### src/core/fsp_pkg.sv
// constants, command codes and carrier types for the flash status poller
// assumes a 40 MHz controller clock and a 16-bit asynchronous flash bus
package fsp_pkg;
	localparam int ADDR_W = 22;
	localparam int DATA_W = 16;

	// timing, nanoseconds and microseconds as printed, cycles derived
	localparam int CLK_PERIOD_NS = 25;
	localparam int T_ACCESS_NS   = 70;
	localparam int T_WE_NS       = 35;
	localparam int T_RECOV_NS    = 25;
	localparam int T_SE_GAP_US   = 50;
	localparam int ACCESS_CYC    = (T_ACCESS_NS + CLK_PERIOD_NS - 1) / CLK_PERIOD_NS;
	localparam int WE_CYC        = (T_WE_NS + CLK_PERIOD_NS - 1) / CLK_PERIOD_NS;
	localparam int RECOV_CYC     = (T_RECOV_NS + CLK_PERIOD_NS - 1) / CLK_PERIOD_NS;
	localparam int SE_GAP_CYC    = (T_SE_GAP_US * 1000) / CLK_PERIOD_NS;
	localparam int SYNC_STAGES   = 2;
	localparam int POLL_MAX_DEF  = 8;
	localparam int CNT_W         = 8;
	localparam int GAP_W         = 12;

	// status bit positions on the data bus
	localparam int BIT_DATA_POLL = 7;
	localparam int BIT_BUSY_TGL  = 6;
	localparam int BIT_TLIM      = 5;
	localparam int BIT_EWIN      = 3;
	localparam int BIT_ESEC_TGL  = 2;

	// command words
	localparam logic [DATA_W-1:0] CMD_RESET        = 16'h00f0;
	localparam logic [DATA_W-1:0] CMD_SECTOR_ERASE = 16'h0030;

	typedef enum logic [2:0] {
		OP_POLL   = 3'h0,
		OP_READ   = 3'h1,
		OP_WRITE  = 3'h2,
		OP_SE_ADD = 3'h3,
		OP_RESET  = 3'h4
	} fsp_op_e;

	typedef struct packed {
		logic [ADDR_W-1:0] addr;
		logic [DATA_W-1:0] dq;
		logic              dq_oe_n;
		logic              ce_n;
		logic              oe_n;
		logic              we_n;
	} fsp_pins_s;

	typedef struct packed {
		logic              ok;
		logic              fail;
		logic              busy;
		logic              suspended;
		logic              sect_erasing;
		logic              win_lost;
		logic [DATA_W-1:0] data;
	} fsp_res_s;

	localparam fsp_pins_s PINS_IDLE = '{addr: '0, dq: '0, dq_oe_n: 1'b1,
		ce_n: 1'b1, oe_n: 1'b1, we_n: 1'b1};
endpackage

### src/core/fsp_bus_cycle.sv
// single read or write cycle on the asynchronous flash pins
// assumes requests only while idle; data bus is synchronised here
`timescale 1ns/10ps
`default_nettype none
module fsp_bus_cycle (
	// clock and reset
	input  wire logic                        mclk_i,
	input  wire logic                        reset_n_i,
	// cycle request
	input  wire logic                        req_i,
	input  wire logic                        wr_i,
	input  wire logic [fsp_pkg::ADDR_W-1:0]  addr_i,
	input  wire logic [fsp_pkg::DATA_W-1:0]  wdata_i,
	output var  logic                        done_o,
	output var  logic [fsp_pkg::DATA_W-1:0]  rdata_o,
	// flash pins
	output var  fsp_pkg::fsp_pins_s          pins_o,
	input  wire logic [fsp_pkg::DATA_W-1:0]  dq_i
);
	import fsp_pkg::*;

	localparam logic [CNT_W-1:0] RD_LAST = CNT_W'(ACCESS_CYC + SYNC_STAGES - 1);
	localparam logic [CNT_W-1:0] WE_LAST = CNT_W'(WE_CYC - 1);
	localparam logic [CNT_W-1:0] RC_LAST = CNT_W'(RECOV_CYC - 1);

	typedef enum logic [1:0] {
		CY_IDLE   = 2'b00,
		CY_STROBE = 2'b01,
		CY_RECOV  = 2'b11
	} fsp_cy_e;

	fsp_cy_e           st_reg, st_next;
	logic [CNT_W-1:0]  cnt_reg, cnt_next;
	logic              wr_reg, wr_next;
	fsp_pins_s         pins_reg, pins_next;
	logic              done_reg, done_next;
	logic [DATA_W-1:0] rdata_reg, rdata_next;
	logic [DATA_W-1:0] dq_s1_reg, dq_s2_reg;

	always_comb begin
		st_next    = st_reg;
		cnt_next   = cnt_reg;
		wr_next    = wr_reg;
		pins_next  = pins_reg;
		done_next  = 1'b0;
		rdata_next = rdata_reg;
		case (st_reg)
		CY_IDLE: begin
			if (req_i) begin
				st_next           = CY_STROBE;
				wr_next           = wr_i;
				pins_next.addr    = addr_i;
				pins_next.dq      = wdata_i;
				pins_next.dq_oe_n = ~wr_i;
				pins_next.ce_n    = 1'b0;
				pins_next.oe_n    = wr_i;
				pins_next.we_n    = ~wr_i;
				cnt_next          = wr_i ? WE_LAST : RD_LAST;
			end
		end
		CY_STROBE: begin
			if (cnt_reg == '0) begin
				// rising strobe latches a write; data held through recovery
				st_next        = CY_RECOV;
				cnt_next       = RC_LAST;
				pins_next.ce_n = 1'b1;
				pins_next.oe_n = 1'b1;
				pins_next.we_n = 1'b1;
				if (!wr_reg) begin
					rdata_next = dq_s2_reg;
				end
			end else begin
				cnt_next = cnt_reg - 1'b1;
			end
		end
		CY_RECOV: begin
			if (cnt_reg == '0) begin
				st_next           = CY_IDLE;
				done_next         = 1'b1;
				pins_next.dq_oe_n = 1'b1;
			end else begin
				cnt_next = cnt_reg - 1'b1;
			end
		end
		default: begin
			st_next   = CY_IDLE;
			pins_next = PINS_IDLE;
		end
		endcase
	end

	always_ff @(posedge mclk_i or negedge reset_n_i) begin
		if (!reset_n_i) begin
			st_reg    <= CY_IDLE;
			cnt_reg   <= '0;
			wr_reg    <= 1'b0;
			pins_reg  <= PINS_IDLE;
			done_reg  <= 1'b0;
			rdata_reg <= '0;
			dq_s1_reg <= '0;
			dq_s2_reg <= '0;
		end else begin
			st_reg    <= st_next;
			cnt_reg   <= cnt_next;
			wr_reg    <= wr_next;
			pins_reg  <= pins_next;
			done_reg  <= done_next;
			rdata_reg <= rdata_next;
			dq_s1_reg <= dq_i;
			dq_s2_reg <= dq_s1_reg;
		end
	end

	assign done_o  = done_reg;
	assign rdata_o = rdata_reg;
	assign pins_o  = pins_reg;
endmodule // fsp_bus_cycle
`default_nettype wire

### src/core/fsp_status_poller.sv
// host-side status poller for a simultaneous read/write flash
// assumes a user that issues one command at a time and waits for res_valid_o
`timescale 1ns/10ps
`default_nettype none
module fsp_status_poller #(
	parameter int POLL_MAX = fsp_pkg::POLL_MAX_DEF
) (
	// clock and reset
	input  wire logic                        mclk_i,
	input  wire logic                        reset_n_i,
	// user command
	input  wire logic                        cmd_valid_i,
	input  wire fsp_pkg::fsp_op_e            cmd_op_i,
	input  wire logic [fsp_pkg::ADDR_W-1:0]  cmd_addr_i,
	input  wire logic [fsp_pkg::DATA_W-1:0]  cmd_data_i,
	output var  logic                        cmd_ready_o,
	// user result
	output var  logic                        res_valid_o,
	output var  fsp_pkg::fsp_res_s           res_o,
	output var  logic                        busy_o,
	// flash pins
	output var  fsp_pkg::fsp_pins_s          pins_o,
	input  wire logic [fsp_pkg::DATA_W-1:0]  dq_i,
	input  wire logic                        ready_busy_n_i
);
	import fsp_pkg::*;

	localparam logic [CNT_W-1:0] POLL_LAST = CNT_W'(POLL_MAX - 1);
	localparam logic [GAP_W-1:0] GAP_MAX   = GAP_W'(SE_GAP_CYC);

	typedef enum logic [3:0] {
		ST_IDLE  = 4'h0,
		ST_RD1   = 4'h1,
		ST_RD2   = 4'h3,
		ST_CHK   = 4'h2,
		ST_RD3   = 4'h6,
		ST_CHK2  = 4'h7,
		ST_RST   = 4'h5,
		ST_DONE  = 4'h4,
		ST_RDD   = 4'hc,
		ST_WPRE  = 4'hd,
		ST_WCMD  = 4'hf,
		ST_WPOST = 4'he,
		ST_RAW   = 4'ha
	} fsp_st_e;

	fsp_st_e           st_reg, st_next;
	fsp_op_e           op_reg, op_next;
	logic [ADDR_W-1:0] addr_reg, addr_next;
	logic [DATA_W-1:0] wdata_reg, wdata_next;
	logic [DATA_W-1:0] prev_reg, prev_next;
	logic [DATA_W-1:0] cur_reg, cur_next;
	logic              wait_reg, wait_next;
	logic [CNT_W-1:0]  poll_cnt_reg, poll_cnt_next;
	logic [GAP_W-1:0]  gap_cnt_reg, gap_cnt_next;
	logic              skip_reg, skip_next;
	fsp_res_s          res_reg, res_next;
	logic              res_valid_reg, res_valid_next;
	logic              ready_reg, ready_next;
	logic              rb_s1_reg, rb_s2_reg, busy_reg;

	logic              cyc_req, cyc_wr, cyc_done, is_acc;
	logic [DATA_W-1:0] cyc_wdata, cyc_rdata;
	logic              bt_tgl, es_tgl, tlim, gap_short;

	assign bt_tgl    = prev_reg[BIT_BUSY_TGL] ^ cur_reg[BIT_BUSY_TGL];
	assign es_tgl    = prev_reg[BIT_ESEC_TGL] ^ cur_reg[BIT_ESEC_TGL];
	assign tlim      = cur_reg[BIT_TLIM];
	assign gap_short = gap_cnt_reg < GAP_MAX;

	// one cycle per access state, issued once per state entry
	always_comb begin
		is_acc = st_reg inside {ST_RD1, ST_RD2, ST_RD3, ST_RDD, ST_RST,
			ST_WPRE, ST_WCMD, ST_WPOST, ST_RAW};
		cyc_req = is_acc && !wait_reg;
		cyc_wr  = (st_reg == ST_RST) || (st_reg == ST_WCMD) ||
			(st_reg == ST_RAW && op_reg == OP_WRITE);
		case (st_reg)
		ST_RST:  cyc_wdata = CMD_RESET;
		ST_WCMD: cyc_wdata = CMD_SECTOR_ERASE;
		default: cyc_wdata = wdata_reg;
		endcase
	end

	fsp_bus_cycle u_cycle (
		.mclk_i    (mclk_i),
		.reset_n_i (reset_n_i),
		.req_i     (cyc_req),
		.wr_i      (cyc_wr),
		.addr_i    (addr_reg),
		.wdata_i   (cyc_wdata),
		.done_o    (cyc_done),
		.rdata_o   (cyc_rdata),
		.pins_o    (pins_o),
		.dq_i      (dq_i)
	);

	always_comb begin
		st_next        = st_reg;
		op_next        = op_reg;
		addr_next      = addr_reg;
		wdata_next     = wdata_reg;
		prev_next      = prev_reg;
		cur_next       = cur_reg;
		wait_next      = wait_reg;
		poll_cnt_next  = poll_cnt_reg;
		gap_cnt_next   = gap_short ? gap_cnt_reg + 1'b1 : gap_cnt_reg;
		skip_next      = skip_reg;
		res_next       = res_reg;
		res_valid_next = 1'b0;
		ready_next     = ready_reg | (st_reg == ST_IDLE);
		if (cyc_req) begin
			wait_next = 1'b1;
		end
		if (cyc_done) begin
			wait_next = 1'b0;
			if (!cyc_wr) begin
				prev_next = cur_reg;
				cur_next  = cyc_rdata;
			end
		end
		case (st_reg)
		ST_IDLE: begin
			if (cmd_valid_i && ready_reg) begin
				ready_next    = 1'b0;
				op_next       = cmd_op_i;
				addr_next     = cmd_addr_i;
				wdata_next    = cmd_data_i;
				res_next      = '0;
				poll_cnt_next = '0;
				skip_next     = gap_short;
				case (cmd_op_i)
				OP_POLL:   st_next = ST_RD1;
				OP_SE_ADD: st_next = gap_short ? ST_WCMD : ST_WPRE;
				OP_RESET:  st_next = ST_RST;
				default:   st_next = ST_RAW;
				endcase
			end
		end
		ST_RD1: if (cyc_done) st_next = ST_RD2;
		ST_RD2: if (cyc_done) st_next = ST_CHK;
		ST_CHK: begin
			res_next.sect_erasing = es_tgl;
			res_next.data         = cur_reg;
			if (!bt_tgl) begin
				res_next.suspended = es_tgl;
				st_next = es_tgl ? ST_DONE : ST_RDD;
			end else if (tlim) begin
				st_next = ST_RD3;
			end else if (poll_cnt_reg == POLL_LAST) begin
				res_next.busy = 1'b1;
				st_next       = ST_DONE;
			end else begin
				poll_cnt_next = poll_cnt_reg + 1'b1;
				st_next       = ST_RD2;
			end
		end
		ST_RD3: if (cyc_done) st_next = ST_CHK2;
		ST_CHK2: begin
			if (!bt_tgl) begin
				st_next = ST_RDD;
			end else begin
				res_next.fail = 1'b1;
				st_next       = ST_RST;
			end
		end
		ST_RDD, ST_RAW: begin
			if (cyc_done) begin
				res_next.ok   = 1'b1;
				res_next.data = cyc_rdata;
				st_next       = ST_DONE;
			end
		end
		ST_RST: begin
			if (cyc_done) begin
				res_next.ok = (op_reg == OP_RESET);
				st_next     = ST_DONE;
			end
		end
		ST_WPRE: begin
			if (cyc_done) begin
				res_next.win_lost = cyc_rdata[BIT_EWIN];
				st_next = cyc_rdata[BIT_EWIN] ? ST_DONE : ST_WCMD;
			end
		end
		ST_WCMD: begin
			if (cyc_done) begin
				gap_cnt_next = '0;
				res_next.ok  = skip_reg;
				st_next      = skip_reg ? ST_DONE : ST_WPOST;
			end
		end
		ST_WPOST: begin
			if (cyc_done) begin
				res_next.win_lost = cyc_rdata[BIT_EWIN];
				res_next.ok       = ~cyc_rdata[BIT_EWIN];
				res_next.data     = cyc_rdata;
				st_next           = ST_DONE;
			end
		end
		ST_DONE: begin
			res_valid_next = 1'b1;
			ready_next     = 1'b1;
			st_next        = ST_IDLE;
		end
		default: st_next = ST_IDLE;
		endcase
	end

	always_ff @(posedge mclk_i or negedge reset_n_i) begin
		if (!reset_n_i) begin
			st_reg        <= ST_IDLE;
			op_reg        <= OP_POLL;
			addr_reg      <= '0;
			wdata_reg     <= '0;
			prev_reg      <= '0;
			cur_reg       <= '0;
			wait_reg      <= 1'b0;
			poll_cnt_reg  <= '0;
			gap_cnt_reg   <= GAP_MAX;
			skip_reg      <= 1'b0;
			res_reg       <= '0;
			res_valid_reg <= 1'b0;
			ready_reg     <= 1'b0;
			rb_s1_reg     <= 1'b1;
			rb_s2_reg     <= 1'b1;
			busy_reg      <= 1'b0;
		end else begin
			st_reg        <= st_next;
			op_reg        <= op_next;
			addr_reg      <= addr_next;
			wdata_reg     <= wdata_next;
			prev_reg      <= prev_next;
			cur_reg       <= cur_next;
			wait_reg      <= wait_next;
			poll_cnt_reg  <= poll_cnt_next;
			gap_cnt_reg   <= gap_cnt_next;
			skip_reg      <= skip_next;
			res_reg       <= res_next;
			res_valid_reg <= res_valid_next;
			ready_reg     <= ready_next;
			rb_s1_reg     <= ready_busy_n_i;
			rb_s2_reg     <= rb_s1_reg;
			busy_reg      <= ~rb_s2_reg;
		end
	end

	assign cmd_ready_o = ready_reg;
	assign res_valid_o = res_valid_reg;
	assign res_o       = res_reg;
	assign busy_o      = busy_reg;
endmodule // fsp_status_poller
`default_nettype wire

### config.mk
export PLATFORM = sky130hd
export DESIGN_NAME = fsp_status_poller
export DESIGN_NICKNAME = d
export VERILOG_FILES = /design/src/core/fsp_pkg.sv /design/src/core/fsp_bus_cycle.sv /design/src/core/fsp_status_poller.sv
export SDC_FILE = /design/constraint.sdc
export NUM_CORES = 1
export LEC_CHECK = 0
export ABC_AREA = 0
export BUFFER_PORTS_ARGS = -buffer_cell sky130_fd_sc_hd__buf_2
export CAP_MARGIN = 40
export CORE_ASPECT_RATIO = 1.4
export CORE_MARGIN = 5
export CORE_UTILIZATION = 55
export CTS_CLUSTER_SIZE = 14
export DETAILED_ROUTE_END_ITERATION = 7
export PLACE_DENSITY = 0.77
export SLEW_MARGIN = 30
export SYNTH_ARGS = -nofsm -noshare
export SYNTH_HDL_FRONTEND = slang
export SYNTH_SLANG_ARGS = --single-unit
### constraint.sdc
create_clock -name mclk_i -period 5.1 [get_ports mclk_i]
set_input_delay 0 -clock mclk_i [delete_from_list [all_inputs] [get_ports mclk_i]]
set_output_delay 0 -clock mclk_i [all_outputs]
set_load 0.02 [all_outputs]
==> out/metrics.cfg <==
[pwr]
p_comb_frac=0.288
cellInternalPower_mw=3.826
powerDensity_nw_per_um2=530.8
pwr-share-seq=0.461
leakage_nw=4.953
vdd_drop_max_uv=373.3
p_sw_mw=2.006
swShare=0.3440
total_power_mw=5.832
pwr-share-clk=0.251

[synth]
synth_fp_nets=802
yosys-top-cells-area=dfrtp_1 57%, mux2_2 9.7%, a22oi_1 3.8%
synthArstFlopShare=1.000
ys_seq_elements=214
synth_cell_types=62
netlist_instances=738
synthesis.area_sq_um=8792
syn_avg_cell_area_sq_um=11.91
synth_ff_type=dfrtp_1
synth_edf_count=0
synth_top_area_frac=0.5749
yosysSeqAreaShare=0.6108
synth_top_cell_by_area=dfrtp_1
ys_warn_count=0

[place]
io_buffers=127
dp_hpwl_um=13640
place_congestion=0.9307
dp_slack_ps=2004

[clock_tree]
clock-sinks=214
clock_latency_ps=500
htree_num_levels=1
cts.path.max_buffers=3
clk_pin_slew_ps=70
tritoncts=built
cts_made_buffers=21
cts-root-buf=clkbuf_16
post_cts_resized=0

[global_routing]
grt.total_usage=0.2194
grt_start_max_net_pins=90
grt_pass1_wl_um=33410
grt_pass1_vias=6775
grt_overflow_total=0
antenna_found_initial=2

[setup_path]
end_kind=flop
critPathSlowestCell=dfrtp_1
path_cells=nor2b_1, o21ai_1, a21o_1, buf_4, nor4_2, buf_4, a22o_1
critPathMaxStageDelay_ps=840
cp_max_fo=31
arrival_ps=3620
required_ps=5520
crit_path_frequent_cell=buf_4
critPathKind=reg -> reg
crit_path_start_kind=flop

[floorplanning]
placeableCoreArea_sq_um=15680
die_w_um=116.9
initial_core_util=0.5609
rows=54
die_area_sq_um=18650
die_h_um=159.6
ios=128

[sta]
min_period_over_period=0.6261
slew_headroom=0.4334
tns_ps=0
min_period_ps=3193
fin_ws_ps=1907
fin_skew_ps=19.76
grt_setup_unrepaired=false
fmax_mhz=313.2
maxSlewViolCount=0
hold_viol=0
worst_pin_slew_ps=844.2
setup_viol=0

[min_path]
hp-class=in -> async

[routing]
vias=6553
viasPerCell=5.779
drcViolationCount=0
detail-route-antenna-nets=0
drt-initial-drc-count=419
wl_per_cell_um=18.05
drtPass1Iterations=5
wirelength_um=20470

[layout]
final_common_cell=dfrtp_1
drive_gt1_frac=0.2949
area_delta_synth_final_pct=24.96
finalNetCount=987
final_cell_mix=202 x dfrtp_1, 126 x buf_2, 76 x mux2_2
largest_reg_flops=42

[run_status]
status=finished clean

[run]
maxCapViolations=0

-- cells in the mapped netlist, types with 6 or more instances --
cell and instances:
nor3_1 11, o21ai_0 63, nand3_1 14, dfrtp_1 202, a22oi_1 45, clkbuf_1 34, and2_1 6, nor2_1 35
a22o_1 15, mux2_2 76, inv_1 14, dfstp_2 12, xor2_1 12, buf_2 6, nand2_1 71, a21oi_1 24
-- area by class of cell --
type	count	area, sq um
tap	196	245.2
multi-input combinational	467	3219
antenna	2	5.005
clock inverter	5	33.78
inverter	14	52.55
fill	1121	4688
timing repair buffer	205	1448
clock buffer	31	613.1
sequential	214	5370
-- critical path, delay by kind of cell (launching register included) --
family | cells | cell delay (ps)
compound gates | 3 | 700
buf+inv | 2 | 500
flops | 1 | 840
simple gates | 2 | 1070
-- layer usage --
metal / track usage / part of all wire / wire [um]
met1: 0.2772 / 0.41 / 8298
met2: 0.3734 / 0.52 / 10610
met3: 0.04068 / 0.049 / 993
met4: 0.07825 / 0.027 / 560
met5: 0 / 0 / 0
-- path summary, 6_finish.rpt --
| path | slack [ps] | from | endpoint | depth (start not counted) |
|---|---|---|---|---|
| max | 1910 | st_reg[1]$_DFFE_PN0P_ | u_cycle.pins_o[14]$_DFFE_PN0P_ | 7 |
| min | 120 | reset_n_i | op_reg[2]$_DFFE_PN0P_ | 2 |
| max reg2reg | 1910 | st_reg[1]$_DFFE_PN0P_ | u_cycle.pins_o[14]$_DFFE_PN0P_ | 7 |
| min reg2reg | 340 | u_cycle.dq_s1_reg[0]$_DFF_PN0_ | u_cycle.dq_s2_reg[0]$_DFF_PN0_ | 0 |
| max in group asynchronous | 3870 | reset_n_i | rb_s2_reg$_DFF_PN1_ | 4 |
| min in group mclk_i | 140 | dq_i[1] | u_cycle.dq_s1_reg[1]$_DFF_PN0_ | 2 |
-- stage by stage --
| stage | utilization | std cells | instance area (sq um) | hold slack, ps |
|---|---|---|---|---|
| 4_1_cts | 0.6939 | 1125 | 10880 | 127.1 |
| 3_5_place_dp | 0.6143 | 1029 | 9629 | 106.2 |
| 5_1_grt | 0.7009 | 1134 | 10990 | 130.5 |
| 2_1_floorplan | - | 738 | 8792 | -295.6 |
| 3_3_place_gp | 0.6119 | 1026 | 9592 | 97.61 |
| 6_report | 0.7009 | 1134 | 10990 | 122.9 |
-- power by group through the flow --
| stage | sequential, mW | combinational (mW) | clock (mW) |
|---|---|---|---|
| final | 2.69 | 1.68 | 1.47 |
| after floorplan | 2.77 | 0.963 | 0 |
| after CTS | 2.70 | 1.64 | 1.49 |
| after global routing | 2.75 | 1.85 | 1.56 |
| after detailed placement | 2.72 | 1.60 | 0 |
| after global placement | 2.68 | 1.53 | 0 |
-- kinds of logic after synthesis --
group	count (synthesis)	synth area share
AOI/OAI and AO/OA	191	0.1426
xor gates and xnor gates	16	0.01594
adders and majority gates	3	0.004270
buffers and inverters	57	0.02647
DFF	214	0.6108
muxes	77	0.09848
and+or+nand+nor	180	0.1015
-- repair_timing --
item / 4_1_cts / 5_1_grt
setup buffers: 0 / 0
hold endpoints to repair: 147 / 0
hold buffers: 60 / 0
Note: power is estimated with default switching activity, not from simulation.
